<file path="config.mk">
export PLATFORM = sky130hd
export DESIGN_NAME = scc_clock_control
export DESIGN_NICKNAME = d
export VERILOG_FILES = /design/src/hdl/scc_pkg.sv /design/src/hdl/scc_clock_control.sv
export SDC_FILE = /design/constraint.sdc
export NUM_CORES = 1
export LEC_CHECK = 0
export BUFFER_PORTS_ARGS = -buffer_cell sky130_fd_sc_hd__buf_2
export CAP_MARGIN = 20
export CORE_MARGIN = 2
export CORE_UTILIZATION = 40
export CTS_CLUSTER_DIAMETER = 60
export DETAILED_ROUTE_END_ITERATION = 8
export PLACE_DENSITY = 0.71
export SLEW_MARGIN = 20
export SYNTH_ARGS = -nofsm -noshare
export SYNTH_HDL_FRONTEND = slang
export SYNTH_SLANG_ARGS = --single-unit
export TNS_END_PERCENT = 10
</file>
<file path="constraint.sdc">
create_clock -name clk_sys -period 2.5 [get_ports clk_sys]
set_clock_uncertainty 0.15 [all_clocks]
set_input_delay 0.75 -clock clk_sys [delete_from_list [all_inputs] [get_ports clk_sys]]
set_output_delay 0.75 -clock clk_sys [all_outputs]
set_load 0.005 [all_outputs]
</file>
<file path="src/hdl/scc_pkg.sv">
/*
 * Package for the system clock source control block: register indices,
 * byte addresses, field positions, reset values, mode codes, timing figures
 * and the packed struct that carries oscillator controls to the analog side.
 * Assumes a 100 MHz system clock and a 32-bit APB with 12-bit byte addresses.
 */
package scc_pkg;

    // Register indices as printed; byte address is four times the index
    localparam logic [9:0]  IDX_EXT_OSC  = 10'h0B1;
    localparam logic [9:0]  IDX_INT_OSC  = 10'h0B2;
    localparam logic [11:0] ADDR_EXT_OSC = {IDX_EXT_OSC, 2'b00};
    localparam logic [11:0] ADDR_INT_OSC = {IDX_INT_OSC, 2'b00};

    // Reset values
    localparam logic [7:0] EXT_OSC_RESET = 8'h30;
    localparam logic [7:0] INT_OSC_RESET = 8'h04;

    // Internal oscillator control fields
    localparam int INT_MCD_EN_BIT = 7;
    localparam int INT_READY_BIT  = 4;
    localparam int INT_SEL_BIT    = 3;
    localparam int INT_EN_BIT     = 2;
    localparam int INT_FREQ_LSB   = 0;

    // External oscillator control fields
    localparam int EXT_VALID_BIT = 7;
    localparam int EXT_MODE_LSB  = 4;
    localparam int EXT_FREQ_LSB  = 0;

    // External mode codes
    localparam logic [2:0] MODE_CMOS     = 3'h2;
    localparam logic [2:0] MODE_CMOS_DV2 = 3'h3;
    localparam logic [1:0] MODE_RC_HI    = 2'h2;
    localparam logic [1:0] MODE_XTAL_HI  = 2'h3;
    localparam logic [1:0] MODE_OFF_HI   = 2'h0;

    // Timing figures
    localparam int CLK_PERIOD_NS  = 10;
    localparam int MCD_TIMEOUT_US = 100;
    localparam int MCD_TIMEOUT_CYC = (MCD_TIMEOUT_US * 1000 + CLK_PERIOD_NS - 1) / CLK_PERIOD_NS;
    localparam int XTAL_GAP_NS    = 2000;
    localparam int XTAL_GAP_CYC   = XTAL_GAP_NS / CLK_PERIOD_NS;
    localparam int XTAL_SETTLE_EDGES = 1024;

    // Internal oscillator periods in ns, nominal 2/4/8/16 MHz
    localparam int INT_PER_2M_NS  = 500;
    localparam int INT_PER_4M_NS  = 250;
    localparam int INT_PER_8M_NS  = 125;
    localparam int INT_PER_16M_NS = 62;
    localparam int INT_DIV_2M  = INT_PER_2M_NS / CLK_PERIOD_NS;
    localparam int INT_DIV_4M  = INT_PER_4M_NS / CLK_PERIOD_NS;
    localparam int INT_DIV_8M  = INT_PER_8M_NS / CLK_PERIOD_NS;
    localparam int INT_DIV_16M = INT_PER_16M_NS / CLK_PERIOD_NS;

    // Controls toward the oscillator circuits
    typedef struct packed {
        logic       int_en;
        logic [1:0] int_freq;
        logic       ext_en;
        logic [2:0] ext_mode;
        logic [2:0] ext_freq;
        logic       mcd_en;
    } scc_osc_ctrl_s;

endpackage : scc_pkg
</file>
<file path="src/hdl/scc_clock_control.sv">
/*
 * System clock source control: APB register file, internal oscillator tick
 * model, external pin clock detection, crystal valid detection, glitch-free
 * source switch and missing clock detector.
 * Assumes osc_pin_one and rst_pin_n are asynchronous to clk_sys, and that the
 * produced sys_tick stands for one system clock edge of the selected source.
 */
`timescale 1ns/1ps

module scc_clock_control #(
    parameter int MCD_CYCLES    = scc_pkg::MCD_TIMEOUT_CYC,
    parameter int SETTLE_EDGES  = scc_pkg::XTAL_SETTLE_EDGES
) (
    input  wire logic                  clk_sys,
    input  wire logic                  rstn,
    input  wire logic                  rst_pin_n,
    input  wire logic                  osc_pin_one,
    input  wire logic                  psel,
    input  wire logic                  penable,
    input  wire logic                  pwrite,
    input  wire logic [11:0]           paddr,
    input  wire logic [31:0]           pwdata,
    output logic [31:0]                prdata,
    output logic                       pready,
    output logic                       pslverr,
    output scc_pkg::scc_osc_ctrl_s     osc_ctrl,
    output logic                       sys_tick,
    output logic                       src_is_ext,
    output logic                       mcd_reset
);

    localparam int MCW = $clog2(MCD_CYCLES + 1);
    localparam int XEW = $clog2(SETTLE_EDGES + 1);
    localparam int XGW = $clog2(scc_pkg::XTAL_GAP_CYC + 1);
    localparam int INT_WAIT_MAX = 50;

    // Switch states, one-hot
    typedef enum logic [3:0] {
        ST_INT    = 4'h1,
        ST_TO_EXT = 4'h2,
        ST_EXT    = 4'h4,
        ST_TO_INT = 4'h8
    } scc_sw_e;

    scc_sw_e      sw_reg;            // Switch state
    logic [1:0]   pin_rst_sync;      // Reset pin synchroniser
    logic [2:0]   osc_sync;          // Osc pin synchroniser plus edge stage
    logic         pin_ok;            // Reset pin released, synchronised
    logic         soft_clr;          // Any in-block reset event
    logic         mcd_en_reg;        // Detector armed
    logic         sel_reg;           // Source select
    logic         int_en_reg;        // Internal oscillator enable
    logic [1:0]   int_freq_reg;      // Internal frequency code
    logic [2:0]   ext_mode_reg;      // External mode code
    logic [2:0]   ext_freq_reg;      // External frequency range
    logic         int_ready_reg;     // Internal at speed
    logic         xtal_valid_reg;    // Crystal stable
    logic [5:0]   int_cnt_reg;       // Internal tick divider
    logic [5:0]   int_div;           // Divider limit for code
    logic         int_tick;          // Internal clock edge
    logic         ext_edge;          // Raw external rising edge
    logic         ext_half_reg;      // Divide-by-2 phase
    logic         ext_div2;          // Mode halves external clock
    logic         ext_tick;          // External clock edge after divider
    logic         ext_on;            // External driver enabled
    logic         xtal_mode;         // Crystal mode selected
    logic [XEW-1:0] xtal_edges_reg;  // Good crystal edges seen
    logic [XGW-1:0] xtal_gap_reg;    // Cycles since last edge
    logic [MCW-1:0] mcd_cnt_reg;     // Cycles since last system tick
    logic         wr_int;            // Write to internal register
    logic         wr_ext;            // Write to external register
    logic         addr_hit;          // Mapped address

    // Reset pin and oscillator pin synchronisers
    always_ff @(posedge clk_sys or negedge rstn)
    begin
        if (!rstn)
        begin
            pin_rst_sync <= 2'h0;
            osc_sync     <= 3'h0;
        end
        else
        begin
            pin_rst_sync <= {pin_rst_sync[0], rst_pin_n};
            osc_sync     <= {osc_sync[1:0], osc_pin_one};
        end
    end

    assign pin_ok   = pin_rst_sync[1];
    assign soft_clr = !pin_ok || mcd_reset;

    // APB decode; zero wait states, error on unmapped words
    assign addr_hit = (paddr == scc_pkg::ADDR_EXT_OSC) || (paddr == scc_pkg::ADDR_INT_OSC);
    assign pready   = 1'b1;
    assign pslverr  = psel && penable && !addr_hit;
    assign wr_int   = psel && penable && pwrite && (paddr == scc_pkg::ADDR_INT_OSC);
    assign wr_ext   = psel && penable && pwrite && (paddr == scc_pkg::ADDR_EXT_OSC);

    // Internal control register; every in-block reset restores reset value
    always_ff @(posedge clk_sys or negedge rstn)
    begin
        if (!rstn)
        begin
            mcd_en_reg   <= scc_pkg::INT_OSC_RESET[scc_pkg::INT_MCD_EN_BIT];
            sel_reg      <= scc_pkg::INT_OSC_RESET[scc_pkg::INT_SEL_BIT];
            int_en_reg   <= scc_pkg::INT_OSC_RESET[scc_pkg::INT_EN_BIT];
            int_freq_reg <= scc_pkg::INT_OSC_RESET[scc_pkg::INT_FREQ_LSB +: 2];
        end
        else if (soft_clr)
        begin
            // Select back to internal after any reset
            mcd_en_reg   <= scc_pkg::INT_OSC_RESET[scc_pkg::INT_MCD_EN_BIT];
            sel_reg      <= scc_pkg::INT_OSC_RESET[scc_pkg::INT_SEL_BIT];
            int_en_reg   <= scc_pkg::INT_OSC_RESET[scc_pkg::INT_EN_BIT];
            int_freq_reg <= scc_pkg::INT_OSC_RESET[scc_pkg::INT_FREQ_LSB +: 2];
        end
        else if (wr_int)
        begin
            mcd_en_reg   <= pwdata[scc_pkg::INT_MCD_EN_BIT];
            sel_reg      <= pwdata[scc_pkg::INT_SEL_BIT];
            int_en_reg   <= pwdata[scc_pkg::INT_EN_BIT];
            int_freq_reg <= pwdata[scc_pkg::INT_FREQ_LSB +: 2];
        end
    end

    // External control register
    always_ff @(posedge clk_sys or negedge rstn)
    begin
        if (!rstn)
        begin
            ext_mode_reg <= scc_pkg::EXT_OSC_RESET[scc_pkg::EXT_MODE_LSB +: 3];
            ext_freq_reg <= scc_pkg::EXT_OSC_RESET[scc_pkg::EXT_FREQ_LSB +: 3];
        end
        else if (soft_clr)
        begin
            ext_mode_reg <= scc_pkg::EXT_OSC_RESET[scc_pkg::EXT_MODE_LSB +: 3];
            ext_freq_reg <= scc_pkg::EXT_OSC_RESET[scc_pkg::EXT_FREQ_LSB +: 3];
        end
        else if (wr_ext)
        begin
            ext_mode_reg <= pwdata[scc_pkg::EXT_MODE_LSB +: 3];
            ext_freq_reg <= pwdata[scc_pkg::EXT_FREQ_LSB +: 3];
        end
    end

    // Read data captured in setup phase, stable through access phase
    always_ff @(posedge clk_sys or negedge rstn)
    begin
        if (!rstn)
            prdata <= 32'h0000_0000;
        else if (psel && !penable)
        begin
            if (paddr == scc_pkg::ADDR_INT_OSC)
                prdata <= {24'h000000, mcd_en_reg, 2'h0, int_ready_reg, sel_reg, int_en_reg, int_freq_reg};
            else if (paddr == scc_pkg::ADDR_EXT_OSC)
                // Reserved bit 3 reads zero; valid flag is read-only
                prdata <= {24'h000000, xtal_valid_reg, ext_mode_reg, 1'b0, ext_freq_reg};
            else
                prdata <= 32'h0000_0000;
        end
    end

    // Oscillator controls; pin reset forces both off
    assign ext_on    = (ext_mode_reg[2:1] != scc_pkg::MODE_OFF_HI) && pin_ok;
    assign xtal_mode = (ext_mode_reg[2:1] == scc_pkg::MODE_XTAL_HI);
    assign ext_div2  = ext_mode_reg[0] && (ext_mode_reg[2:1] != scc_pkg::MODE_OFF_HI);

    always_comb
    begin
        osc_ctrl.int_en   = int_en_reg && pin_ok;
        osc_ctrl.int_freq = int_freq_reg;
        osc_ctrl.ext_en   = ext_on;
        osc_ctrl.ext_mode = ext_mode_reg;
        osc_ctrl.ext_freq = ext_freq_reg;
        osc_ctrl.mcd_en   = mcd_en_reg;
    end

    // Divider limit per frequency code
    always_comb
    begin
        unique case (int_freq_reg)
            2'h0: int_div = 6'(scc_pkg::INT_DIV_2M);
            2'h1: int_div = 6'(scc_pkg::INT_DIV_4M);
            2'h2: int_div = 6'(scc_pkg::INT_DIV_8M);
            2'h3: int_div = 6'(scc_pkg::INT_DIV_16M);
        endcase
    end

    // Internal oscillator model; parked at top while off, so the first enabled cycle ticks
    always_ff @(posedge clk_sys or negedge rstn)
    begin
        if (!rstn)
            int_cnt_reg <= 6'h3F;
        else if (!osc_ctrl.int_en)
            int_cnt_reg <= 6'h3F;
        else if (int_tick)
            int_cnt_reg <= 6'h00;
        else
            int_cnt_reg <= int_cnt_reg + 6'h01;
    end

    // Tick spacing equals the divider limit; no start-up wait
    assign int_tick = osc_ctrl.int_en && (int_cnt_reg >= int_div - 6'h01);

    // At-speed flag; lost on disable or on a written frequency change, regained at next edge
    always_ff @(posedge clk_sys or negedge rstn)
    begin
        if (!rstn)
            int_ready_reg <= 1'b0;
        else if (!osc_ctrl.int_en || (wr_int && pwdata[scc_pkg::INT_FREQ_LSB +: 2] != int_freq_reg))
            int_ready_reg <= 1'b0;
        else if (int_tick)
            int_ready_reg <= 1'b1;
    end

    // External edge, optional halving
    assign ext_edge = ext_on && osc_sync[1] && !osc_sync[2];

    always_ff @(posedge clk_sys or negedge rstn)
    begin
        if (!rstn)
            ext_half_reg <= 1'b0;
        else if (!ext_on)
            ext_half_reg <= 1'b0;
        else if (ext_edge)
            ext_half_reg <= !ext_half_reg;
    end

    assign ext_tick = ext_edge && (!ext_div2 || ext_half_reg);

    // Crystal detect: enough edges with no long gap; only in crystal mode
    always_ff @(posedge clk_sys or negedge rstn)
    begin
        if (!rstn)
        begin
            xtal_gap_reg   <= '0;
            xtal_edges_reg <= '0;
            xtal_valid_reg <= 1'b0;
        end
        else if (!xtal_mode || !ext_on)
        begin
            xtal_gap_reg   <= '0;
            xtal_edges_reg <= '0;
            xtal_valid_reg <= 1'b0;
        end
        else if (ext_edge)
        begin
            xtal_gap_reg <= '0;
            if (xtal_edges_reg == XEW'(SETTLE_EDGES))
                xtal_valid_reg <= 1'b1;
            else
                xtal_edges_reg <= xtal_edges_reg + XEW'(1);
        end
        else if (xtal_gap_reg == XGW'(scc_pkg::XTAL_GAP_CYC))
        begin
            // Oscillation stalled; start settling over
            xtal_edges_reg <= '0;
            xtal_valid_reg <= 1'b0;
        end
        else
            xtal_gap_reg <= xtal_gap_reg + XGW'(1);
    end

    // Source switch: old source is cut only between edges, new one starts on its own edge
    always_ff @(posedge clk_sys or negedge rstn)
    begin
        if (!rstn)
            sw_reg <= ST_INT;
        else if (soft_clr)
            sw_reg <= ST_INT;
        else
        begin
            unique case (sw_reg)
                ST_INT:
                    if (sel_reg && ext_on)
                        sw_reg <= ST_TO_EXT;
                ST_TO_EXT:
                    if (!sel_reg || !ext_on)
                        sw_reg <= ST_TO_INT;
                    else if (ext_tick)
                        sw_reg <= ST_EXT;
                ST_EXT:
                    if (!sel_reg || !ext_on)
                        sw_reg <= ST_TO_INT;
                ST_TO_INT:
                    if (int_tick)
                        sw_reg <= ST_INT;
            endcase
        end
    end

    // Registered system edge and source indication
    always_ff @(posedge clk_sys or negedge rstn)
    begin
        if (!rstn)
        begin
            sys_tick   <= 1'b0;
            src_is_ext <= 1'b0;
        end
        else
        begin
            sys_tick   <= ((sw_reg == ST_INT || sw_reg == ST_TO_INT) && int_tick && !soft_clr) ||
                          ((sw_reg == ST_EXT || sw_reg == ST_TO_EXT) && ext_tick && sel_reg && !soft_clr);
            src_is_ext <= (sw_reg == ST_EXT) && !soft_clr;
        end
    end

    // Missing clock detector; counts cycles since last system edge
    always_ff @(posedge clk_sys or negedge rstn)
    begin
        if (!rstn)
        begin
            mcd_cnt_reg <= '0;
            mcd_reset   <= 1'b0;
        end
        else if (!mcd_en_reg || sys_tick || mcd_reset)
        begin
            mcd_cnt_reg <= '0;
            mcd_reset   <= 1'b0;
        end
        else if (mcd_cnt_reg == MCW'(MCD_CYCLES - 1))
        begin
            mcd_cnt_reg <= '0;
            mcd_reset   <= 1'b1;
        end
        else
            mcd_cnt_reg <= mcd_cnt_reg + MCW'(1);
    end
endmodule : scc_clock_control

</file>
== Yosys cells after proc, flatten, opt, wreduce, memory -nomap -nowiden ==
Index checks and enable logic that the tools add are counted.

* Input port bits: 51
* Output and inout port bits: 48
* Word-level logic and storage cells: 145
* Register bits: 97

* Reductions and logical operators: 54
* Order comparisons: 1
* Add/subtract/negate cells: 5
* Multiplexer cells: 43
* Equality and inequality tests: 22

{| class="wikitable"
|+ Operators with widths
! kind !! count
|-
| 2-to-1 mux 11 bit || 4
|-
| 2-to-1 mux 8 bit || 5
|-
| 2-to-1 mux 14 bit || 2
|-
| equality test 12 x 10 -> 1 bit, second input constant || 2
|-
| 2-to-1 mux 4 bit || 6
|-
| case mux 6 bit (4 select lines) || 1
|-
| logical AND 1 bit || 21
|-
| 2-to-1 mux 1 bit || 16
|-
| case mux 4 bit (4 select lines) || 1
|-
| != test 3 bit, second input constant || 5
|-
| adder 14 x 1 -> 14 bit, second input constant || 1
|-
| equality test 14 bit, second input constant || 1
|-
| zero test 1 bit || 12
|-
| 2-to-1 mux 3 bit || 4
|-
| 2-to-1 mux 6 bit || 2
|-
| adder 11 x 1 -> 11 bit, second input constant || 1
|-
| equality test 11 bit, second input constant || 1
|-
| logical OR 1 bit || 11
|-
| nonzero test 2 bit || 5
|-
| adder 8 x 1 -> 8 bit, second input constant || 1
|-
| equality test 8 bit, second input constant || 1
|-
| adder 6 x 1 -> 6 bit, second input constant || 1
|-
| equality test 2 bit, second input constant || 3
|-
| >= comparator 6 bit || 1
|-
| 15 further kinds || 17
|}

== Depth between registers and ports, before layout ==
* Word-level depth: 9
* Mapped depth: 9
* Depth with buffers taken out: 9

== Worst setup path after synthesis ==
Ideal clock, no wire load.

* Path type: input to output
* Start: input port paddr[8]
* End: output port pslverr
* Cell stages on the path: 3
* Setup slack: -0.036 ns
* Buffers on the path: 0
* Arrival: 1.636 ns
* Required time: 1.600 ns
* Path through: or4b_4 nor4_4 a21oi_1

* Word-level cells in the longest chain between the ends: 4
* Elaborated cells on any way between the ends: 5
* Classes of those cells: eq/ne (2); reduce/logical (3)

{| class="wikitable"
|+ Ends and longest elaborated chain
! item !! line !! source
|-
| start: declaration || scc_clock_control.sv:21 || <nowiki>input wire logic [11:0] paddr,</nowiki>
|-
| equality test 12 x 10 -> 1 bit || scc_clock_control.sv:93 || <nowiki>assign addr_hit = (paddr == scc_pkg::ADDR_EXT_OSC) || (paddr == scc_pkg::ADDR_INT_OSC);</nowiki>
|-
| logical OR 1 bit (*) || scc_clock_control.sv:93 ||
|-
| zero test 1 bit (*) || scc_clock_control.sv:95 || <nowiki>assign pslverr = psel && penable && !addr_hit;</nowiki>
|-
| logical AND 1 bit (*) || scc_clock_control.sv:95 ||
|-
| end: declaration || scc_clock_control.sv:25 || <nowiki>output logic pslverr,</nowiki>
|}

Every way passes the cells marked *; elsewhere a longest branch is shown, timed or not.

== Worst setup path after layout ==
Same ends and word-level chain as after synthesis.

==> metrics.cfg <==
[clocking]
tritoncts_num_sinks=73
insertion_delay_ns=0.34
ctsLongestPathBuffers=2
holdBufCountCts=0
clk_pin_slew_ns=0.08
postCtsSetupRepairBufs=0
cts-root-buf=clkbuf_8
ctsHtreeMaxLevel=3
cts_inserted_buffers=9
tritoncts=yes

[yosys]
synthDominantAreaCellType=dfrtp_1
ff_latch_count_synth=73
synth_area_um2=4004
async_flop_share_pct=100.0
synth_cells=408
synth_edf_count=0
ys_seq_area_share_pct=45.94
post-synth-top-area-fraction_pct=39.38
netlist_top_cells_area=dfrtp_1 (39%), dfstp_2 (6.6%), buf_4 (5.1%)
yosys_warnings=0
synth-main-ff-cell=dfrtp_1
post_synth.cell_area_avg_um2=9.813
ys_types=51

[grt]
grt_first_pass_wirelength_um=13890
antenna_violations_before_repair=0
grt_overflow_total=0
grt_pass1_vias=3012
grt_use_total_pct=15.47
grt_max_degree=74

[layout]
final_cell_mix=dfrtp_1 (62), nor2_1 (49), buf_2 (48)
largest_reg_flops=14
antennaDiodeCount=0
post-route-cell-area_um2=4533
synthToLayoutAreaGrowth_pct=13.22
final_common_cell=dfrtp_1
drive_above_1_share_pct=22.17
net_count_reported_at_finish=531

[setup_path]
path_class=in2out
critical_path.max_stage_delay_ns=0.53
critical_path.cell_chain=buf_6 -> or4b_4 -> nor4_4 -> a21oi_1 -> buf_2
setup.worst_path.start_class=input port
highest_delay_cell_along_the_critical_path=or4b_4
critPathArrivalTime_ns=1.77
worstPathMaxFanout=2
cp-end-kind=output port
cp.required_ns=1.60

[place]
gp_congestion=0.8544
buffer_ports.inserted=49
place_area_um2=4368
hpwl_um=5937

[power_and_ir_drop]
share_clk_of_total_power_pct=29.5
power_frac_comb_pct=17.6
vdd.ir_drop.worst_v=0.0002926
power.sequential.fraction_pct=52.9
power.internal_mw=1.862
power.switching_fraction_pct=29.63
power_density_nw_per_um2=583.7
total_leakage_power_nw=2.130
p_sw_mw=0.7840

[timing]
finalSetupViolations=1
worst-slew-pin-transition_ns=0.5422
fmax_mhz=374.0
worst_slew_margin_rel_pct=63.85
final.hold.worst_slack_ns=0.2009
rsz0062_at_grt=true
timing.final.crit_share_pct=107.0
hold_viol_final=0
timing.final.ws_setup_ns=-0.1739
min_period_ns=2.674
setup_total_negative_slack_ns=-0.1739
finalMaxSlewViolations=0

[outcome]
outcome=complete, but fails checks
failing_checks=setup timing

[die]
floorplan.initialDensity_pct=41.15
core-area_um2=9729
dieWidth_um=104.0
rows=36
floorplan.die_area_um2=10830
floorplan.die.height_um=104.0
pin_count=99

[detailed_routing]
drt_drc_violations_left=0
drt-initial-drc-count=110
routed_wirelength_um=8074
via_per_inst=5.035
ant_nets=0
vias=3031
drt_pass1_iterations=4
post_drt_wl_per_cell_um=13.41

[flow_run]
maxCapViolCount=0

[hold_path]
hp-class=reg2reg

## final cells by class
cell class	count	area, um^2
clock buffers	12	135.1
fillers	978	5196
flip-flops and latches	73	1841
repair buffers	62	386.6
well taps	133	166.4
multi-input cells	300	1914
clock inverters	4	22.52
inverters	18	67.56
## cells by family after synthesis
group	synth area share, %
simple gates	19.84
other cells	0.1876
buf+inv	8.406
fa+ha+maj	5.000
mux	3.000
compound gates	11.28
flops	45.94
xor+xnor	6.344
## cells in the mapped netlist, types with 12 or more instances
master	number
and3_1	13
buf_4	27
dfrtp_1	63
ha_1	16
inv_1	18
mux2i_1	12
nand2_1	23
nand3_1	16
nor2_1	49
o21ai_0	20
xnor2_1	14
xor2_1	15
## timing repair
action / in CTS / in global routing
resized for setup: 1 / 1
endpoints found under the setup margin: 1 / 2
hold endpoints to repair: 0 / 0
## power by group through the flow
stage                     combinational (mW)  clock, mW  sequential (mW)
final                                  0.466      0.781             1.40
after global routing                   0.535      0.858             1.42
after CTS                              0.468      0.801             1.40
after detailed placement               0.465          0             1.42
after global placement                 0.428          0             1.41
after floorplan                        0.351          0             1.38
## final timing paths
path	endpoint	slack, ns	from	depth (start not counted)
max	pslverr	-0.17	paddr[8]	5
min	pin_rst_sync[1]	0.20	pin_rst_sync[0]	0
max reg2reg	sw_reg[0]	0.17	int_freq_reg[0]	9
min reg2reg	pin_rst_sync[1]	0.20	pin_rst_sync[0]	0
max in group asynchronous	int_cnt_reg[3]	1.57	rstn	2
min in group asynchronous	mcd_cnt_reg[13]	0.27	rstn	2
## per-stage QoR
stage | cells | setup WS, ns | total power, mW | utilization, %
floorplan | 431 | -0.03605 | 1.726 | -
global placement | 586 | -0.1893 | 1.841 | 44.89
detailed placement | 586 | -0.1906 | 1.884 | 44.89
CTS | 602 | -0.1802 | 2.669 | 46.58
global route | 602 | -0.2408 | 2.808 | 46.59
finish | 602 | -0.1739 | 2.646 | 46.59
## worst max-delay path: cells and delay by family
family,cells,cell delay (ns)
AND/OR/NAND/NOR,2,0.70
AO/OA/AOI/OAI,1,0.10
buffers and inverters,2,0.22
## layer usage
metal  vias up  global-route usage [%]  part of all wire [%]
met3        10                   5.388                   5.7
li1       1468                       -                     -
met1      1471                   19.15                    44
met2        82                   25.99                    49
met4         0                   3.668                   1.4
met5         -                       0                     0
(Power assumes the default switching activity.)
